**config.mk**
```make
export PLATFORM = sky130hd
export DESIGN_NAME = generator_field_pwm_control
export DESIGN_NICKNAME = d
export VERILOG_FILES = /design/src/common/field_pwm_pkg.sv /design/src/common/period_meas_if.sv /design/src/hdl/period_meter.sv /design/src/hdl/generator_field_pwm_control.sv
export VERILOG_INCLUDE_DIRS = /design/src /design/src/common
export SDC_FILE = /design/constraint.sdc
export NUM_CORES = 1
export LEC_CHECK = 0
export BUFFER_PORTS_ARGS = -buffer_cell sky130_fd_sc_hd__buf_2
export CORE_MARGIN = 10
export CORE_UTILIZATION = 40
export CTS_CLUSTER_DIAMETER = 50
export DETAILED_ROUTE_END_ITERATION = 10
export PLACE_DENSITY_LB_ADDON = 0.25
export SLEW_MARGIN = 10
export SYNTH_ARGS = -nofsm -noshare
export SYNTH_HDL_FRONTEND = slang
export SYNTH_SLANG_ARGS = --single-unit
```
**constraint.sdc**
```tcl
create_clock -name clk_sys_in -period 12.3 [get_ports clk_sys_in]
set_clock_uncertainty 0.2 [all_clocks]
set_input_delay 0.615 -clock clk_sys_in [delete_from_list [all_inputs] [get_ports clk_sys_in]]
set_output_delay 0.615 -clock clk_sys_in [all_outputs]
set_load 0.005 [all_outputs]
```
**src/common/field_pwm_defines.svh**
```systemverilog
// field pwm control: timing counts, duty codes, clock rate.
// assumes a single 100 MHz reference clock; duty is in 1/256 steps.
`ifndef FIELD_PWM_DEFINES_SVH
`define FIELD_PWM_DEFINES_SVH

`define CLK_FREQ_HZ            100000000
`define FIELD_PWM_FREQ_HZ      400
`define PWM_PERIOD_CYC         (`CLK_FREQ_HZ / `FIELD_PWM_FREQ_HZ)
`define PWM_CNT_W              18

`define DUTY_W                 9
`define DUTY_FULL              9'h100
`define MIN_FIELD_DUTY         9'h010
`define FIELD_STROBE_DUTY      9'h030
`define PHASE_KEEP_DUTY        9'h050
`define DUTY_FAST_STEP         9'h004
`define DUTY_SLOW_STEP         9'h001

`define FAULT_PERSIST_TIME_MS  1100
`define FAULT_PERSIST_CYC      (`FAULT_PERSIST_TIME_MS * (`CLK_FREQ_HZ / 1000))

`define RAMP_TIME_FAST_MS      2500
`define RAMP_TIME_SLOW_MS      5000
`define RAMP_STEP_FAST_CYC     (`RAMP_TIME_FAST_MS * (`CLK_FREQ_HZ / 1000) / 256)
`define RAMP_STEP_SLOW_CYC     (`RAMP_TIME_SLOW_MS * (`CLK_FREQ_HZ / 1000) / 256)

`define REG_START_FREQ_AB_HZ   72
`define REG_START_FREQ_C_HZ    122
`define RAMP_DIS_FREQ_AB_HZ    310
`define RAMP_DIS_FREQ_C_HZ     350
`define REG_START_AB_CYC       (`CLK_FREQ_HZ / `REG_START_FREQ_AB_HZ)
`define REG_START_C_CYC        (`CLK_FREQ_HZ / `REG_START_FREQ_C_HZ)
`define RAMP_DIS_AB_CYC        (`CLK_FREQ_HZ / `RAMP_DIS_FREQ_AB_HZ)
`define RAMP_DIS_C_CYC         (`CLK_FREQ_HZ / `RAMP_DIS_FREQ_C_HZ)

`define WAKE_PWM_FREQ_HZ       128
`define WAKE_TOL_PCT           5
`define WAKE_NOM_CYC           (`CLK_FREQ_HZ / `WAKE_PWM_FREQ_HZ)
`define WAKE_MIN_CYC           (`WAKE_NOM_CYC * 100 / (100 + `WAKE_TOL_PCT))
`define WAKE_MAX_CYC           (`WAKE_NOM_CYC * 100 / (100 - `WAKE_TOL_PCT))

`define PERIOD_W               21

`endif

```
**src/common/field_pwm_pkg.sv**
```systemverilog
// field pwm control: shared types.
// assumes field_pwm_defines.svh supplies the widths.
`include "field_pwm_defines.svh"

package field_pwm_pkg;

  typedef logic [`DUTY_W-1:0]   duty_t;
  typedef logic [`PERIOD_W-1:0] period_t;

  typedef enum logic [1:0] {
    MODE_SLEEP    = 2'b00,
    MODE_STROBE   = 2'b01,
    MODE_REGULATE = 2'b10
  } ctrl_state_t;

endpackage : field_pwm_pkg

```
**src/common/period_meas_if.sv**
```systemverilog
// period_meas_if: result of one edge-to-edge period measurement.
// assumes one clock domain shared by meter and consumer.
`timescale 1ns/1ps

interface period_meas_if;
  import field_pwm_pkg::*;
  period_t period;
  logic    fresh;

  modport meter (output period, output fresh);
  modport user  (input  period, input  fresh);
endinterface : period_meas_if

```
**src/hdl/period_meter.sv**
```systemverilog
// period_meter: counts clocks between rising edges of a digital input.
// assumes the input is already synchronous to clk_sys_in.
`timescale 1ns/1ps

module period_meter
  import field_pwm_pkg::*;
(
  // clock and reset
  input  wire logic    clk_sys_in,
  input  wire logic    resetn_in,
  // measured signal
  input  wire logic    sig_in,
  // result
  period_meas_if.meter meas
);

  logic    sig_d_ff;
  period_t cnt_ff;
  period_t period_ff;
  logic    fresh_ff;

  wire rise_w = sig_in & ~sig_d_ff;
  // saturate so a stopped input reads as the slowest frequency
  wire sat_w  = &cnt_ff;

  always_ff @(posedge clk_sys_in or negedge resetn_in) begin
    if (!resetn_in) begin
      sig_d_ff  <= 1'b0;
      // start saturated: the first edge after reset only starts timing
      cnt_ff    <= '1;
      period_ff <= '1;
      fresh_ff  <= 1'b0;
    end else begin
      sig_d_ff <= sig_in;
      fresh_ff <= rise_w;
      if (rise_w) begin
        period_ff <= cnt_ff;
        cnt_ff    <= period_t'(1);
      end else if (sat_w) begin
        period_ff <= '1;
      end else begin
        cnt_ff <= cnt_ff + period_t'(1);
      end
    end
  end

  assign meas.period = period_ff;
  assign meas.fresh  = fresh_ff;

endmodule : period_meter

```
**src/hdl/generator_field_pwm_control.sv**
```systemverilog
// generator_field_pwm_control: field duty, wake, strobe and fault lamp.
// assumes comparator outputs arrive as clean synchronous levels.
`timescale 1ns/1ps
`include "field_pwm_defines.svh"

module generator_field_pwm_control
  import field_pwm_pkg::*;
#(
  parameter int VARIANT        = 0,
  parameter int FAULT_CYC      = `FAULT_PERSIST_CYC,
  parameter int RAMP_STEP_CYC  = (VARIANT == 1) ? `RAMP_STEP_SLOW_CYC
                                                : `RAMP_STEP_FAST_CYC,
  parameter int PWM_PERIOD_CYC = `PWM_PERIOD_CYC,
  parameter int REG_START_CYC  = (VARIANT == 2) ? `REG_START_C_CYC
                                                : `REG_START_AB_CYC,
  parameter int RAMP_DIS_CYC   = (VARIANT == 2) ? `RAMP_DIS_C_CYC
                                                : `RAMP_DIS_AB_CYC,
  parameter int WAKE_MIN_CYC   = `WAKE_MIN_CYC,
  parameter int WAKE_MAX_CYC   = `WAKE_MAX_CYC
)(
  // clock and reset
  input  wire logic clk_sys_in,
  input  wire logic resetn_in,
  // generator side comparators
  input  wire logic phase_edge_in,
  input  wire logic phase_present_in,
  input  wire logic sense_below_setpoint_in,
  input  wire logic overvoltage_in,
  // warning terminal, level above turn-on threshold
  input  wire logic warn_pwm_in,
  // outputs
  output logic      field_drive_out,
  output logic      warn_drive_out,
  output logic      awake_out,
  output logic      regulating_out,
  output duty_t     field_duty_out
);

  // ***************************************************************
  // frequency measurement
  // ***************************************************************
  period_meas_if phase_meas ();
  period_meas_if wake_meas ();

  period_meter u_phase_meter (
    .clk_sys_in (clk_sys_in),
    .resetn_in  (resetn_in),
    .sig_in     (phase_edge_in),
    .meas       (phase_meas.meter)
  );

  period_meter u_wake_meter (
    .clk_sys_in (clk_sys_in),
    .resetn_in  (resetn_in),
    .sig_in     (warn_pwm_in),
    .meas       (wake_meas.meter)
  );

  // frequency at or above a limit means period at or below its count (ramp-off: strictly above, strictly below)
  wire reg_start_ok_w =
      phase_meas.period <= period_t'(REG_START_CYC);
  wire ramp_off_w     =
      phase_meas.period < period_t'(RAMP_DIS_CYC);
  wire wake_ok_w      = wake_meas.fresh
                        & (wake_meas.period >= period_t'(WAKE_MIN_CYC))
                        & (wake_meas.period <= period_t'(WAKE_MAX_CYC));

  // ***************************************************************
  // control state
  // ***************************************************************
  ctrl_state_t state_ff;
  ctrl_state_t nxt_state;

  // once awake the unit stays up; pwm loss is ignored
  always_comb begin
    nxt_state = state_ff;
    unique case (state_ff)
      MODE_SLEEP: begin
        if (wake_ok_w) begin
          nxt_state = MODE_STROBE;
        end
      end
      MODE_STROBE: begin
        if (reg_start_ok_w) begin
          nxt_state = MODE_REGULATE;
        end
      end
      MODE_REGULATE: begin
        nxt_state = MODE_REGULATE;
      end
      default: begin
        nxt_state = MODE_SLEEP;
      end
    endcase
  end

  always_ff @(posedge clk_sys_in or negedge resetn_in) begin
    if (!resetn_in) begin
      state_ff <= MODE_SLEEP;
    end else begin
      state_ff <= nxt_state;
    end
  end

  // ***************************************************************
  // pwm time base and comparator sampling
  // ***************************************************************
  logic [`PWM_CNT_W-1:0] pwm_cnt_ff;
  logic                  below_ff;

  wire period_end_w = pwm_cnt_ff == `PWM_CNT_W'(PWM_PERIOD_CYC - 1);

  always_ff @(posedge clk_sys_in or negedge resetn_in) begin
    if (!resetn_in) begin
      pwm_cnt_ff <= '0;
      below_ff   <= 1'b0;
    end else begin
      pwm_cnt_ff <= period_end_w ? '0 : pwm_cnt_ff + `PWM_CNT_W'(1);
      if (period_end_w) begin
        below_ff <= sense_below_setpoint_in;
      end
    end
  end

  // ***************************************************************
  // load response ramp
  // ***************************************************************
  logic [26:0] ramp_cnt_ff;
  logic        ramp_credit_ff;
  duty_t       reg_duty_ff;
  duty_t       nxt_reg_duty;

  wire ramp_tick_w = ramp_cnt_ff == 27'(RAMP_STEP_CYC - 1);
  // falling is four steps per period, rising one per ramp tick (four per period with the ramp off)
  wire duty_t rise_step_w = ramp_off_w ? `DUTY_FAST_STEP
                                       : `DUTY_SLOW_STEP;
  wire rise_ok_w  = ramp_off_w | ramp_credit_ff;
  wire duty_t headroom_w = `DUTY_FULL - reg_duty_ff;

  always_comb begin
    nxt_reg_duty = reg_duty_ff;
    if (state_ff != MODE_REGULATE) begin
      nxt_reg_duty = `FIELD_STROBE_DUTY;
    end else if (period_end_w) begin
      if (below_ff && rise_ok_w) begin
        nxt_reg_duty = (headroom_w < rise_step_w) ? `DUTY_FULL
                       : reg_duty_ff + rise_step_w;
      end else if (!below_ff) begin
        nxt_reg_duty = (reg_duty_ff < `DUTY_FAST_STEP) ? '0
                       : reg_duty_ff - `DUTY_FAST_STEP;
      end
    end
  end

  always_ff @(posedge clk_sys_in or negedge resetn_in) begin
    if (!resetn_in) begin
      ramp_cnt_ff    <= '0;
      ramp_credit_ff <= 1'b0;
      reg_duty_ff    <= '0;
    end else begin
      ramp_cnt_ff <= ramp_tick_w ? '0 : ramp_cnt_ff + 27'(1);
      // credit is set by the tick and spent by one rising period
      if (ramp_tick_w) begin
        ramp_credit_ff <= 1'b1;
      end else if (period_end_w && below_ff) begin
        ramp_credit_ff <= 1'b0;
      end
      reg_duty_ff <= nxt_reg_duty;
    end
  end

  // ***************************************************************
  // duty selection and field output
  // ***************************************************************
  wire   phase_keep_w = ~phase_present_in & ~sense_below_setpoint_in;
  wire duty_t floor_w = overvoltage_in ? '0 : `MIN_FIELD_DUTY;
  wire duty_t sel_duty_w =
      (state_ff == MODE_SLEEP)  ? '0 :
      (state_ff == MODE_STROBE) ? `FIELD_STROBE_DUTY :
      phase_keep_w            ? `PHASE_KEEP_DUTY   :
      (reg_duty_ff < floor_w) ? floor_w : reg_duty_ff;
  wire duty_t out_duty_w =
      (state_ff == MODE_SLEEP) ? '0 :
      (sel_duty_w < floor_w) ? floor_w : sel_duty_w;

  logic [26:0] on_prod_w;
  assign on_prod_w = 27'(out_duty_w) * 27'(PWM_PERIOD_CYC);
  wire [`PWM_CNT_W-1:0] on_cyc_w = on_prod_w[`PWM_CNT_W+7:8];

  logic  field_ff;
  duty_t duty_ff;

  always_ff @(posedge clk_sys_in or negedge resetn_in) begin
    if (!resetn_in) begin
      field_ff <= 1'b0;
      duty_ff  <= '0;
    end else begin
      field_ff <= pwm_cnt_ff < on_cyc_w;
      duty_ff  <= out_duty_w;
    end
  end

  // ***************************************************************
  // fault indication
  // ***************************************************************
  logic [26:0] fault_cnt_ff;
  logic        fault_late_ff;
  logic        warn_ff;

  wire awake_w     = state_ff != MODE_SLEEP;
  wire fault_w     = awake_w & ~phase_present_in
                     & sense_below_setpoint_in;
  wire fault_due_w = fault_cnt_ff == 27'(FAULT_CYC - 1);
  // key-on: lamp lit at once until the engine turns the phase up
  wire keyon_w     = state_ff == MODE_STROBE;

  always_ff @(posedge clk_sys_in or negedge resetn_in) begin
    if (!resetn_in) begin
      fault_cnt_ff  <= '0;
      fault_late_ff <= 1'b0;
      warn_ff       <= 1'b0;
    end else begin
      if (!fault_w) begin
        fault_cnt_ff  <= '0;
        fault_late_ff <= 1'b0;
      end else if (fault_due_w) begin
        fault_late_ff <= 1'b1;
      end else begin
        fault_cnt_ff <= fault_cnt_ff + 27'(1);
      end
      warn_ff <= keyon_w
        | (fault_w & (fault_late_ff | fault_due_w));
    end
  end

  assign field_drive_out = field_ff;
  assign field_duty_out  = duty_ff;
  assign warn_drive_out  = warn_ff;
  assign awake_out       = awake_w;
  assign regulating_out  = state_ff == MODE_REGULATE;

endmodule : generator_field_pwm_control

```
# ---- Yosys cells after proc, flatten, opt, wreduce, memory -nomap -nowiden
# Index checks and enable logic that the tools add are counted.
dict set report totals {
  inputBits 7
  ff_bits 184
  mem_count 0
  romBits 0
  wordCells 109
  mem_bits_rw 0
  output_inout_bits 13
  latch_bits 0
}
dict set report op_classes {
  mul 1
  div_mod_pow 0
  n_eq_ne 13
  mux 33
  add_sub_neg 8
  reduce_logical 12
  magnitude_cmp 9
  n_shift 0
  n_bitwise 15
}
# cell count
set op_table {}
lappend op_table {{21-bit two-way mux} 8}
lappend op_table {{9-bit two-way mux} 12}
lappend op_table {{27-bit two-way mux} 3}
lappend op_table {{27-bit by 1-bit adder with 27-bit output (second input constant)} 2}
lappend op_table {{21-bit by 1-bit adder with 21-bit output (second input constant)} 2}
lappend op_table {{21-bit AND reduction} 2}
lappend op_table {{27-bit by 20-bit equality test with 1-bit output (second input constant)} 1}
lappend op_table {{27-bit equality test (second input constant)} 1}
lappend op_table {{9-bit by 14-bit multiplier with 22-bit output (second input constant)} 1}
lappend op_table {{21-bit by 20-bit greater-or-equal comparator with 1-bit output (second input constant)} 1}
lappend op_table {{21-bit by 20-bit less-or-equal comparator with 1-bit output (second input constant)} 1}
lappend op_table {{21-bit less-or-equal comparator (second input constant)} 1}
lappend op_table {{21-bit by 19-bit less-than comparator with 1-bit output (second input constant)} 1}
lappend op_table {{18-bit by 1-bit adder with 18-bit output (second input constant)} 1}
lappend op_table {{18-bit equality test (second input constant)} 1}
lappend op_table {{18-bit less-than comparator} 1}
lappend op_table {{9-bit by 5-bit less-than comparator with 1-bit output} 2}
lappend op_table {{18-bit two-way mux} 1}
lappend op_table {{2-bit nonzero test} 5}
lappend op_table {{9-bit by 3-bit adder with 9-bit output} 1}
lappend op_table {{9-bit by 3-bit less-than comparator with 1-bit output} 1}
lappend op_table {{9-bit by 3-bit less-than comparator with 1-bit output (second input constant)} 1}
lappend op_table {{9-bit by 3-bit subtractor with 9-bit output (second input constant)} 1}
lappend op_table {{9-bit subtractor (first input constant)} 1}
lappend op_table {{16 further kinds} 39}

# ---- Depth between registers and ports, before layout
dict set report logic_depth {
  ltp_word 11
  depth_mapped 28
  depth_no_buf 27
}

# ---- Cells and area by module
# A second synthesis with hierarchy kept.
dict set report unflattened {
  hier_cells 1283
  hier_area_um2 11976.5
}
# module n_inst cells_each area_each_um2
set modules_own_cells {}
lappend modules_own_cells {generator_field_pwm_control 1 827 7602.3}
lappend modules_own_cells {period_meter 2 228 2187.1}

# ---- Least setup slack after synthesis
# Ideal clock, no wire load.
dict set report synth_timing {
  kind {register -> register}
  startpoint {reg state_ff[0]}
  endpoint {reg field_ff (netlist: field_drive_out)}
  t_arrival_ns 5.718
  synth_period_minus_slack_ns 6.000
  setup_slack_ns 6.300
  path_stages_with_launch 28
  cell_sequence {dfrtp_1 inv_1 ha_1 clkbuf_1 nor2_1 o21ai_0 and3_1 a21oi_1 and2_2 inv_1 fa_1 inv_1 ha_1 inv_1 fa_1 fa_1 inv_1 ha_1 o21ai_0 nand2b_1 and2_1 a311oi_1 ha_1 a21o_1 a21o_1 a21oi_1 o21ai_0 a31oi_1}
}
dict set report synth_via {
  elab_chain_cells 8
  elab_cells_between_ends 9
  classes_between {mul: 1; order compare: 2; eq/ne: 1; mux: 4; reduce/logical: 1}
}
# element line_no
set synth_lines {}
lappend synth_lines {{start: declaration} generator_field_pwm_control.sv:71} ;# ctrl_state_t state_ff;
lappend synth_lines {{start signal: assignment} generator_field_pwm_control.sv:101} ;# state_ff <= nxt_state;
lappend synth_lines {{2-bit by 1-bit equality test with 1-bit output} generator_field_pwm_control.sv:179} ;# (state_ff == MODE_STROBE) ? `FIELD_STROBE_DUTY :
lappend synth_lines {{9-bit two-way mux} generator_field_pwm_control.sv:179}
lappend synth_lines {{9-bit two-way mux} generator_field_pwm_control.sv:178} ;# (state_ff == MODE_SLEEP) ? '0 :
lappend synth_lines {{9-bit by 5-bit less-than comparator with 1-bit output} generator_field_pwm_control.sv:184} ;# (sel_duty_w < floor_w) ? floor_w : sel_duty_w;
lappend synth_lines {{9-bit two-way mux} generator_field_pwm_control.sv:184}
lappend synth_lines {{9-bit two-way mux *} generator_field_pwm_control.sv:183} ;# (state_ff == MODE_SLEEP) ? '0 :
lappend synth_lines {{via out_duty_w[3]} generator_field_pwm_control.sv:182} ;# wire duty_t out_duty_w =
lappend synth_lines {{9-bit by 14-bit multiplier with 22-bit output *} generator_field_pwm_control.sv:187} ;# assign on_prod_w = 27'(out_duty_w) * 27'(PWM_PERIOD_CYC);
lappend synth_lines {{18-bit less-than comparator *} generator_field_pwm_control.sv:198} ;# field_ff <= pwm_cnt_ff < on_cyc_w;
lappend synth_lines {{end signal: assignment} generator_field_pwm_control.sv:198}
lappend synth_lines {{end: declaration} generator_field_pwm_control.sv:190} ;# logic field_ff;
# The timed path passes the listed nets; every way through them passes the cells marked *.
# A chain may end at the register's enable or synchronous reset.

# ---- Final worst setup path
dict set report layout_timing {
  startpoint {reg state_ff[1]}
  endpoint {reg field_ff (netlist: field_drive_out)}
}
dict set report layout_via {
  elab_chain_cells 8
  elab_cells_between_ends 9
  classes_between {mul: 1; order compare: 2; eq/ne: 1; mux: 4; reduce/logical: 1}
}
# element line_no
set layout_lines {}
lappend layout_lines {{2-bit by 1-bit equality test with 1-bit output} generator_field_pwm_control.sv:179}
lappend layout_lines {{9-bit two-way mux} generator_field_pwm_control.sv:179}
lappend layout_lines {{9-bit two-way mux} generator_field_pwm_control.sv:178}
lappend layout_lines {{9-bit by 5-bit less-than comparator with 1-bit output} generator_field_pwm_control.sv:184}
lappend layout_lines {{9-bit two-way mux} generator_field_pwm_control.sv:184}
lappend layout_lines {{9-bit two-way mux *} generator_field_pwm_control.sv:183}
lappend layout_lines {{9-bit by 14-bit multiplier with 22-bit output *} generator_field_pwm_control.sv:187}
lappend layout_lines {{18-bit less-than comparator *} generator_field_pwm_control.sv:198}
# Mark *: on every way between the ends. The rest lies on a longest branch, timed or not.

==> impl_metrics.toml <==
[run_status]
status = "complete, no violations"

[yosys]
ys_top_cells_by_area = "dfrtp_1, dfstp_2, ha_1"
yosysMostFrequentCell = "nor2_1"
avgSynthCellArea_um2 = 9.27
yosys.area.top_type = "dfrtp_1"
ys.flop_type = "dfrtp_1"
synth_common_cells = "nor2_1, dfrtp_1, ha_1, nand2_1, dfstp_2"
ys_seq_elements = 184
synth_warnings = 0
synth_nets = 1365
syn_inst = 1251
synth_edf_count = 0
async_flop_share_pct = 100
synth.top_cell.area_share_pct = 21.6
syn_area_um2 = 11600
yosysSeqAreaShare_pct = 40.6
yosysUniqueCellTypes = 72

[sta]
maxSlewViolCount = 0
setup_viol = 0
rsz0062_at_grt = "false"
finalHoldViolations = 0
maxSlewHeadroom_pct = 25.2
min_period_ps = 6640
max_slew.worst_pin.slew_ps = 1120
final.setup.tns_ps = 0
holdWs_ps = 96.1
timing.final.crit_share_pct = 53.9
max_freq_ghz = 0.151

[clocking]
cts.clk_slew.worst_paths_ps = 70
cts-resized-gates = 0
cts_tree = "built"
holdBufCountCts = 0
h-tree-depth = 4
cts_root_buffer = "clkbuf_16"
post_cts_buffers = 0
cts_buffer_depth = 2
cts_buffers = 17
cts.sinks = 184
clock_latency_ps = 440

[power_and_ir_drop]
p_per_area_nw_per_um2 = 114
worst_ir_drop_vdd_mv = 0.0996
power_uw = 1450
cellLeakagePower_uw = 0.00552

[global_routing]
antenna_found_initial = 0
grt_use_total_pct = 13.8
grt_overflow_total = 0
grt_pass1_wl_mm = 41.9
grt_pass1_vias = 8521
grt_max_degree = 117

[placement]
portBuffers = 19
place.gp.congestion = 0.824
placed_cells = 1622
post-dp-hpwl_mm = 17.4

[final_layout]
nets = 1372
multi_input_area_um2 = 6460
layout-drive-gt1-share_pct = 13.0
diodes = 0
area_growth_pct = 9.51
instances_no_fill = 1655
seq_area_um2 = 4710
final_core_util_pct = 44.4
nFillCells = 2773

[route]
first_pass_iters = 7
viasPerCell = 5.22
drt-initial-drc-count = 682
via_count = 8642
wl_per_cell_um = 14.7
drt_wl_total_mm = 24.4
drc = 0
ant_nets = 0

[worst_setup_path]
cp.required_ps = 12470
start_kind = "flip-flop"
path_max_fanout = 10
reg2reg_depth = 25
crit_type = "flip-flop to flip-flop"
crit_arrival_ps = 6800
critPathCaptureType = "flip-flop"

[die]
start_util_pct = 40.5
die_h_um = 190
die_area_um2 = 36200
die_x_um = 190
row_count = 62
core_area_um2 = 28600
ioPinCount = 20

[flow_run]
max-cap-violations = 0

[hold_path]
hold_depth = 1
holdCritPathClass = "input port to flip-flop"
[routing by layer]
layer  vias up  part of all wire [%]  global-route usage, %
li1       4380                     -                      -
met1      4138                    49                   18.7
met2       104                    47                   22.3
met3        20                   2.5                   2.41
met4         0                   1.4                   3.85
met5         -                     0                      0
[registers in the layout, summed over array words and instances (netlist names)]
name	flops
state_ff	2
field_drive_out	1
below_ff	1
field_duty_out	9
fault_late_ff	1
u_wake_meter.cnt_ff	21
ramp_credit_ff	1
reg_duty_ff	9
u_phase_meter.sig_d_ff	1
u_phase_meter.meas.period	21
warn_drive_out	1
fault_cnt_ff	27
ramp_cnt_ff	27
u_phase_meter.cnt_ff	21
u_wake_meter.meas.fresh	1
pwm_cnt_ff	18
u_wake_meter.sig_d_ff	1
u_wake_meter.meas.period	21
[critical path: stages (launching register included)]
cell and delay (ps):
dfrtp_1 410, inv_1 110, ha_1 320, nor2_1 160
o21ai_0 220, and3_1 260, a21oi_1 380, nand2_1 180
inv_1 160, ha_1 280, ha_1 290, inv_1 50
fa_1 470, inv_1 50, fa_1 480, ha_1 250
a2111oi_0 510, o21ai_0 250, and2_1 250, a311oi_1 310
ha_1 300, a21o_1 160, a21o_1 170, a21oi_1 120
o21ai_0 90, a31oi_1 130
[power by group]
part	internal [uW]	total [uW]	switching, uW
Combinational	84.5	208	124
Clock	294	556	262
Sequential	656	688	32.7
[placed cells by master (no fill, tap or decap), types with 4 or more instances in the layout]
master,n
and3_1,25
inv_1,73
nand2_1,88
or2_2,9
or3_1,17
mux2i_1,6
o21ai_0,64
nor2b_1,9
and4_1,11
a21o_1,15
or4_1,5
buf_2,18
dfrtp_1,100
buf_4,7
nor4b_1,10
nor3_1,30
nor3b_1,5
clkbuf_16,17
nand2b_1,9
xnor2_1,63
a211o_1,4
a31oi_1,10
and2_1,13
a21oi_1,61
o21a_1,5
fa_1,19
dfstp_2,84
o31ai_1,5
nor4_1,10
a211oi_1,9
nand3_1,54
inv_6,4
ha_1,88
xor2_1,50
nor2_1,179
nand4_1,26
[per-stage QoR]
stage	cell area (um^2)	worst slack (ps)
3_3_place_gp	12100	5920
3_5_place_dp	12100	5720
2_1_floorplan	11600	6300
4_1_cts	12700	5690
6_report	12700	5660
5_1_grt	12700	5120
[kinds of logic after synthesis]
kind of cell    Yosys count  synth area share (%)
flops                   184                  40.6
compound gates          215                  11.8
mux                       7                 0.615
simple gates            513                  21.8
xor+xnor                113                  8.53
fa+ha+maj               107                  12.8
buf+inv                 112                  3.79
[area by class of cell]
class,count,share of cell area (%)
Inverter,73,2.16
Sequential cell,184,37.1
Multi-Input combinational cell,955,50.9
Tap cell,384,3.78
Clock inverter,14,1.22
Timing Repair Buffer,27,1.39
Clock buffer,18,3.46
[worst paths after layout]
check	from	to	slack, ps
max	state_ff[1]$_DFFE_PN0P_	field_drive_out$_DFF_PN0_	5660
min	warn_pwm_in	u_wake_meter.sig_d_ff$_DFF_PN0_	100
max reg2reg	state_ff[1]$_DFFE_PN0P_	field_drive_out$_DFF_PN0_	5660
min reg2reg	u_phase_meter.cnt_ff[20]$_DFFE_PN1P_	u_phase_meter.cnt_ff[20]$_DFFE_PN1P_	280
max in group asynchronous	resetn_in	reg_duty_ff[3]$_DFFE_PN0P_	10330
min in group asynchronous	resetn_in	fault_cnt_ff[24]$_DFFE_PN0P_	130
Power figures use the tool's default switching activity.
